<file path="config.mk">
export PLATFORM = sky130hd
export DESIGN_NAME = eeprom_host
export DESIGN_NICKNAME = d
export VERILOG_FILES = /design/src/eeprom_host_pkg.sv /design/src/page_buffer.sv /design/src/eeprom_host.sv
export SDC_FILE = /design/constraint.sdc
export NUM_CORES = 1
export LEC_CHECK = 0
export ABC_AREA = 0
export CAP_MARGIN = 20
export CORE_ASPECT_RATIO = 0.8
export CORE_MARGIN = 3
export CORE_UTILIZATION = 46
export CTS_CLUSTER_DIAMETER = 100
export DETAILED_ROUTE_END_ITERATION = 7
export DONT_BUFFER_PORTS = 1
export HOLD_SLACK_MARGIN = 0.15
export MAX_ROUTING_LAYER = met4
export PLACE_DENSITY = 0.73
export SLEW_MARGIN = 10
export SYNTH_ARGS = -nofsm -noshare
export SYNTH_HDL_FRONTEND = slang
export SYNTH_SLANG_ARGS = --single-unit
</file>
<file path="constraint.sdc">
create_clock -name ref_clk -period 3.4 [get_ports ref_clk]
set_clock_uncertainty 0.05 [all_clocks]
set_input_delay 1.02 -clock ref_clk [delete_from_list [all_inputs] [get_ports ref_clk]]
set_output_delay 1.02 -clock ref_clk [all_outputs]
set_load 0.02 [all_outputs]
</file>
<file path="src/eeprom_host_pkg.sv">
// Behaviour
// - Host keeps write enable high for the whole of every read.
// - A page load holds one to 64 bytes in any order.
// - Host holds write enable low at least the minimum write pulse.
// - Host should load successive bytes within the byte-load window.
// - Holding the controlling strobe low inhibits the page-load timer.
// - Host waits the last-load-to-poll delay before polling reads.
package eeprom_host_pkg;

    // ==========================================================
    // Geometry
    // ==========================================================
    localparam int ADDR_W = 15;
    localparam int DATA_W = 8;
    localparam int PAGE_BYTES = 64;
    localparam int IDX_W = 6;

    // ==========================================================
    // Timing, clock 10 MHz
    // ==========================================================
    localparam int CLK_PERIOD_NS = 100;
    // Minimum write pulse, 150 ns, rounded up.
    localparam int MIN_WRITE_PULSE_NS = 150;
    localparam int WP_CYC =
        (MIN_WRITE_PULSE_NS + CLK_PERIOD_NS - 1) / CLK_PERIOD_NS;
    // Least gap between byte loads, 0.2 us, rounded up.
    localparam int BYTE_LOAD_MIN_NS = 200;
    localparam int GAP_CYC =
        (BYTE_LOAD_MIN_NS + CLK_PERIOD_NS - 1) / CLK_PERIOD_NS;
    // Byte-load window, 300 us; host must stay well inside it.
    localparam int BYTE_LOAD_WINDOW_US = 300;
    localparam int WINDOW_CYC = BYTE_LOAD_WINDOW_US * 1000 / CLK_PERIOD_NS;
    // Last load to polling, 600 us, an exact 6000 cycles.
    localparam int LAST_LOAD_TO_POLL_DELAY_US = 600;
    localparam int POLL_DELAY_CYC =
        LAST_LOAD_TO_POLL_DELAY_US * 1000 / CLK_PERIOD_NS;
    // Maximum internal write, 10 ms.
    localparam int WRITE_TIME_MS = 10;
    localparam int WRITE_TIME_CYC =
        WRITE_TIME_MS * 1000000 / CLK_PERIOD_NS;
    // Read access 150 ns, rounded up.
    localparam int ACCESS_NS = 150;
    localparam int ACCESS_CYC = (ACCESS_NS + CLK_PERIOD_NS - 1) / CLK_PERIOD_NS;
    localparam int CNT_W = 20;

    // ==========================================================
    // States
    // ==========================================================
    typedef enum logic [6:0] {
        ST_IDLE  = 7'b000_0001,
        ST_RD    = 7'b000_0010,
        ST_WLOW  = 7'b000_0100,
        ST_WGAP  = 7'b000_1000,
        ST_PWAIT = 7'b001_0000,
        ST_POLL  = 7'b010_0000,
        ST_PGAP  = 7'b100_0000
    } state_t;

endpackage : eeprom_host_pkg

</file>
<file path="src/page_buffer.sv">
`timescale 1ns/1ns
module page_buffer
(
    input wire logic ref_clk,
    input wire logic wr_en,
    input wire logic [eeprom_host_pkg::IDX_W-1:0] wr_idx,
    input wire logic [eeprom_host_pkg::DATA_W-1:0] wr_data,
    input wire logic [eeprom_host_pkg::IDX_W-1:0] rd_idx,
    output logic [eeprom_host_pkg::DATA_W-1:0] rd_data
);
    import eeprom_host_pkg::*;

    // ==========================================================
    // Page staging store
    // ==========================================================
    logic [DATA_W-1:0] mem_r [PAGE_BYTES];

    // One register per byte; no reset since valid count guards reads.
    genvar g;
    generate
        for (g = 0; g < PAGE_BYTES; g++)
        begin : g_byte
            always_ff @(posedge ref_clk)
            begin
                if (wr_en && wr_idx == IDX_W'(g))
                    mem_r[g] <= wr_data;
            end
        end
    endgenerate

    // Read port is combinational; the caller registers it.
    assign rd_data = mem_r[rd_idx];

endmodule : page_buffer

</file>
<file path="src/eeprom_host.sv">
`timescale 1ns/1ns
module eeprom_host
(
    input wire logic ref_clk,
    input wire logic rst,
    // User write side: stage bytes, then commit a page.
    input wire logic load_valid,
    input wire logic [eeprom_host_pkg::IDX_W-1:0] load_offset,
    input wire logic [eeprom_host_pkg::DATA_W-1:0] load_data,
    input wire logic page_commit,
    input wire logic [eeprom_host_pkg::ADDR_W-1:0] page_addr,
    input wire logic [eeprom_host_pkg::IDX_W:0] page_count,
    // User read side.
    input wire logic read_req,
    input wire logic [eeprom_host_pkg::ADDR_W-1:0] read_addr,
    output logic [eeprom_host_pkg::DATA_W-1:0] read_data,
    output logic read_done,
    output logic busy,
    output logic write_done,
    output logic write_timeout,
    // Device pins.
    output logic [eeprom_host_pkg::ADDR_W-1:0] mem_addr,
    output logic chip_sel_n,
    output logic out_en_n,
    output logic write_en_n,
    input wire logic [eeprom_host_pkg::DATA_W-1:0] bidir_data_bus_in,
    output logic [eeprom_host_pkg::DATA_W-1:0] bidir_data_bus_out,
    output logic bidir_data_bus_oe
);
    import eeprom_host_pkg::*;

    // ==========================================================
    // State and registers
    // ==========================================================
    state_t state_r, state_nxt;
    logic [CNT_W-1:0] cnt_r;
    logic [CNT_W-1:0] tout_r;
    logic [IDX_W:0] sent_r;
    logic [IDX_W:0] total_r;
    logic [ADDR_W-1:0] page_r;
    logic [DATA_W-1:0] last_data_r;
    logic [ADDR_W-1:0] last_addr_r;
    logic [DATA_W-1:0] buf_q;
    logic [IDX_W-1:0] send_idx;

    page_buffer u_buf
    (
        .ref_clk(ref_clk),
        .wr_en(load_valid && state_r == ST_IDLE),
        .wr_idx(load_offset),
        .wr_data(load_data),
        .rd_idx(send_idx),
        .rd_data(buf_q)
    );

    // ==========================================================
    // Decode
    // ==========================================================
    // Bytes go out in offset order 0..count-1; device accepts any order.
    // Index and page look one step ahead, so that address and data are
    // already right on the edge at which write enable falls; otherwise
    // the device would latch the previous byte's address.
    assign send_idx = (state_r == ST_IDLE) ? '0
        : (state_r == ST_WGAP) ? IDX_W'(sent_r + 1'b1)
        : sent_r[IDX_W-1:0];
    wire [ADDR_W-1:0] wr_page = (state_r == ST_IDLE) ? page_addr : page_r;
    wire cnt_done = (cnt_r == '0);
    wire start_wr = page_commit && page_count != '0
        && page_count <= (IDX_W+1)'(PAGE_BYTES);
    wire more_bytes = (sent_r + 1'b1) < total_r;
    // Polling succeeds when the true byte reads back, not its complement.
    wire poll_ok = (bidir_data_bus_in == last_data_r);
    wire tout_hit = (tout_r == '0);

    // Next-state logic.
    always_comb
    begin
        state_nxt = state_r;
        case (state_r)
            ST_IDLE:
                if (start_wr)
                    state_nxt = ST_WLOW;
                else if (read_req)
                    state_nxt = ST_RD;
            ST_RD:
                if (cnt_done)
                    state_nxt = ST_IDLE;
            ST_WLOW:
                if (cnt_done)
                    state_nxt = ST_WGAP;
            ST_WGAP:
                if (cnt_done)
                    state_nxt = more_bytes ? ST_WLOW : ST_PWAIT;
            ST_PWAIT:
                if (cnt_done)
                    state_nxt = ST_POLL;
            ST_POLL:
                if (cnt_done)
                    state_nxt = (poll_ok || tout_hit) ? ST_IDLE : ST_PGAP;
            ST_PGAP:
                state_nxt = ST_POLL;
            default:
                state_nxt = ST_IDLE;
        endcase
    end

    // State register.
    always_ff @(posedge ref_clk)
    begin
        if (rst)
            state_r <= ST_IDLE;
        else
            state_r <= state_nxt;
    end

    // ==========================================================
    // Counters
    // ==========================================================
    // Phase counter reloads on each state entry with that phase's length.
    always_ff @(posedge ref_clk)
    begin
        if (rst)
            cnt_r <= '0;
        else if (state_nxt != state_r || state_r == ST_PGAP)
            case (state_nxt)
                ST_RD: cnt_r <= CNT_W'(ACCESS_CYC);
                ST_WLOW: cnt_r <= CNT_W'(WP_CYC);
                ST_WGAP: cnt_r <= CNT_W'(GAP_CYC);
                ST_PWAIT: cnt_r <= CNT_W'(POLL_DELAY_CYC);
                ST_POLL: cnt_r <= CNT_W'(ACCESS_CYC);
                default: cnt_r <= '0;
            endcase
        else if (!cnt_done)
            cnt_r <= cnt_r - 1'b1;
    end

    // Give up polling once the longest internal write has passed.
    always_ff @(posedge ref_clk)
    begin
        if (rst)
            tout_r <= '0;
        else if (state_r == ST_WGAP && state_nxt == ST_PWAIT)
            tout_r <= CNT_W'(WRITE_TIME_CYC);
        else if (!tout_hit)
            tout_r <= tout_r - 1'b1;
    end

    // Byte progress and page bookkeeping.
    always_ff @(posedge ref_clk)
    begin
        if (rst)
        begin
            sent_r <= '0;
            total_r <= '0;
            page_r <= '0;
        end
        else if (state_r == ST_IDLE && start_wr)
        begin
            sent_r <= '0;
            total_r <= page_count;
            page_r <= page_addr;
        end
        else if (state_r == ST_WGAP && state_nxt == ST_WLOW)
            sent_r <= sent_r + 1'b1;
    end

    // ==========================================================
    // Pin drive
    // ==========================================================
    // Select stays low through a page; write enable is the controlling
    // strobe, so the device latches address on its fall and data on its
    // rise. Output enable is high for every write and write enable is high
    // for every read.
    always_ff @(posedge ref_clk)
    begin
        if (rst)
        begin
            chip_sel_n <= 1'b1;
            out_en_n <= 1'b1;
            write_en_n <= 1'b1;
            mem_addr <= '0;
            bidir_data_bus_out <= '0;
            bidir_data_bus_oe <= 1'b0;
        end
        else
        begin
            chip_sel_n <= !(state_nxt == ST_RD || state_nxt == ST_WLOW
                || state_nxt == ST_WGAP || state_nxt == ST_POLL);
            out_en_n <= !(state_nxt == ST_RD || state_nxt == ST_POLL);
            write_en_n <= (state_nxt != ST_WLOW);
            bidir_data_bus_oe <= (state_nxt == ST_WLOW
                || state_nxt == ST_WGAP);
            if (state_nxt == ST_WLOW)
            begin
                // Page bits constant within the page; offset changes.
                mem_addr <= {wr_page[ADDR_W-1:IDX_W], send_idx};
                bidir_data_bus_out <= buf_q;
            end
            else if (state_nxt == ST_RD && state_r == ST_IDLE)
                mem_addr <= read_addr;
            else if (state_nxt == ST_POLL)
                mem_addr <= last_addr_r;
        end
    end

    // Remember last byte for completion polling.
    always_ff @(posedge ref_clk)
    begin
        if (rst)
        begin
            last_data_r <= '0;
            last_addr_r <= '0;
        end
        else if (state_nxt == ST_WLOW)
        begin
            last_data_r <= buf_q;
            last_addr_r <= {wr_page[ADDR_W-1:IDX_W], send_idx};
        end
    end

    // ==========================================================
    // User status
    // ==========================================================
    // No erase step: the device erases before writing.
    always_ff @(posedge ref_clk)
    begin
        if (rst)
        begin
            read_data <= '0;
            read_done <= 1'b0;
            busy <= 1'b0;
            write_done <= 1'b0;
            write_timeout <= 1'b0;
        end
        else
        begin
            read_done <= (state_r == ST_RD && cnt_done);
            if (state_r == ST_RD && cnt_done)
                read_data <= bidir_data_bus_in;
            busy <= (state_nxt != ST_IDLE);
            write_done <= (state_r == ST_POLL && cnt_done && poll_ok);
            write_timeout <= (state_r == ST_POLL && cnt_done
                && !poll_ok && tout_hit);
        end
    end

endmodule : eeprom_host

</file>
==> results_dict.tcl <==
set metrics [dict create \
    status "complete, no violations" \
    die_h_um 220 \
    post-place-ws_ns -0.331 \
    async_flop_share_pct 0 \
    crit_fanout 37 \
    synth_nets 2250 \
    fin_nets 2360 \
    grt_usage_pct 23.5 \
    ir_drop_mv 0.422 \
    start_util_pct 47.0 \
    fmaxAchievable_ghz 0.298 \
    coreArea_um2 55900 \
    clock-sinks 636 \
    start_kind "flop" \
    whs_ns 0.405 \
    drive_gt1_share_pct 14.6 \
    final_common_cell "edfxtp_1" \
    yosys_most_used_dff "edfxtp_1" \
    cts_inserted_buffers 57 \
    grt_max_degree 84 \
    setup_ws_ns 0.0459 \
    ios 103 \
    slew_viol_final 0 \
    min_path_type "flop to flop" \
    overflow 0 \
    cellLeakagePower_nw 10.4 \
    place_congestion 0.913 \
    dp_hpwl_um 45000 \
    drtIter0Drc 2458 \
    die_width_um 273 \
    port_buffers 0 \
    netlist-cell-type-count 77 \
    cts_buffer_depth 3 \
    grt_pass1_wl_um 105000 \
    synth_area_um2 26300 \
    cp.required_ns 3.85 \
    fp.dieArea_um2 60000 \
    synth-seq-cells 636 \
    hold_buffers 0 \
    area_growth_pct 15.6 \
    antenna_found_initial 4 \
    drcViolationCount 0 \
    end_kind "flop" \
    cap_viol_max_count 0 \
    post-route-period-util_pct 98.6 \
    total_power_w 0.0180 \
    clk_latency_ns 0.59 \
    most-common-layout-cells "edfxtp_1, nand2_1, buf_4" \
    ys_seq_area_share_pct 68.0 \
    cts_tree "built" \
    finalWirelength_um 70400 \
    cts-root-buf "clkbuf_16" \
    vias 18400 \
    core.rowCount 77 \
    layout_min_cycle_time_ns 3.35 \
    synth.avg_cell_area_um2 12.1 \
    setup_viol 0 \
    finalHoldViolCount 0 \
    critPathArrivalTime_ns 3.80 \
    grt_pass1_vias 17600 \
    dr.pass1.iters 7 \
    cts.htree.levels 2 \
    relSlewSlack_pct 50.6 \
    synthCells 2175 \
    synth_edf_count 512 \
    worst_pin_slew_ns 0.739 \
    ant_nets 0 \
    p_per_area_nw_per_um2 593 \
    synth_warnings 0 \
    crit_type "flop to flop" \
    wl_per_cell_um 22.8 \
    viasPerCell 5.96 \
    clk_pin_slew_ns 0.07 \
]
## Yosys cell counts (5+ instances only)
library cell  number  area share [%]
and3_1            49             1.2
nor2_1           159             2.3
inv_1             19            0.27
nand3_1          131             2.5
buf_4              5            0.14
dfxtp_1          124             9.4
ha_1              11            0.52
a22oi_1            9            0.26
and4_1             6            0.20
o211ai_1           6            0.17
o21ai_0           25            0.48
nor4b_1            7            0.23
buf_1              9            0.13
edfxtp_1         512              59
or3_1             12            0.29
mux2i_1           39             1.5
a311o_1           14            0.53
nand2b_1           7            0.17
buf_2             30            0.57
clkbuf_1          88             1.3
nor2b_1            5            0.12
a221oi_1           5            0.17
or4_1              7            0.20
xnor2_1           25            0.83
a21oi_1           68             1.3
a2111oi_0         13            0.43
a211oi_1          31            0.89
a32oi_1           18            0.60
a21o_1             6            0.17
a31oi_1           57             1.4
mux4_2            12             1.0
nor3_1            34            0.65
xor2_1            23            0.77
nor4_1            13            0.31
nand4_1           33            0.79
buf_6              7            0.30
nand2_1          483             6.9
## worst max-delay path: stages, from the launching register on
cell     delay [ns]
dfxtp_2        0.34
buf_4          0.16
or4b_1         0.51
mux2_2         0.34
nand2_8        0.19
buf_12         0.26
mux4_2         0.54
a22oi_1        0.36
nand3_1        0.26
and4_1         0.21
## sequential cells by signal, indices dropped and copies added, names as in the netlist, 7 cells and up
name,flops
total_r,7
cnt_r,20
mem_addr,15
page_r,9
read_data,8
tout_r,20
last_data_r,8
u_buf.mem_r,512
state_r,7
last_addr_r,15
sent_r,7
## per-layer routing
layer / track usage (%) / vias to the layer above / part of all wire, % / routed length [um]
met5: - / - / 0 / 0
met4: 5.48 / 0 / 1.9 / 1350
met3: 7.65 / 119 / 12 / 8620
met2: 34.3 / 1032 / 44 / 31000
met1: 32.3 / 9015 / 42 / 29500
li1: - / 8237 / - / -
## layout make-up
type / instances / area (um2)
fill: 4532 / 25500
sequential: 636 / 17900
clock buffer: 76 / 1580
timing repair buffer: 189 / 1620
antenna: 6 / 15.0
multi-input combinational: 1382 / 7960
inverter: 19 / 71.3
clock inverter: 29 / 317
tap: 750 / 938
## logic make-up after synthesis
kind of cell / after synthesis / synth area share, %
AND/OR/NAND/NOR: 974 / 16.8
flip-flops: 636 / 68.0
multiplexers: 53 / 2.60
buffers and inverters: 158 / 2.67
adder cells (fa/ha/maj): 11 / 0.524
AO/OA/AOI/OAI: 295 / 7.80
XOR/XNOR: 48 / 1.60
## worst paths after layout
path              cells after the start                    from  slack, ns                          end
setup / recovery                      9  sent_r[0]$_SDFFE_PP0P_       0.05  last_data_r[1]$_SDFFE_PP0P_
hold / removal                        2  page_r[6]$_SDFFE_PP0P_       0.41       page_r[6]$_SDFFE_PP0P_
setup reg to reg                      9  sent_r[0]$_SDFFE_PP0P_       0.05  last_data_r[1]$_SDFFE_PP0P_
hold reg to reg                       2  page_r[6]$_SDFFE_PP0P_       0.41       page_r[6]$_SDFFE_PP0P_
## timing repair
item,CTS,global route
buffers inserted,1,7
setup endpoints to repair,8,24
hold endpoints to repair,0,0
resized for setup,9,35
pin swaps,2,6
cloned,1,1
## power breakdown
part | switching, W | total, W | internal [W]
Clock | 0.00279 | 0.00657 | 0.00378
Sequential | 0.000305 | 0.00898 | 0.00868
Combinational | 0.00143 | 0.00246 | 0.00103
## stage by stage
step                      instance area (um2)  instances  TNS (ns)  utilization, %
after floorplan                         26300       2175         0               -
after global placement                  28100       2967     -1.10            50.4
after detailed placement                28100       2967     -1.72            50.4
after CTS                               30100       3073         0            53.9
after global routing                    30400       3086    -0.148            54.3
final                                   30400       3087         0            54.3
(Power assumes the default switching activity.)
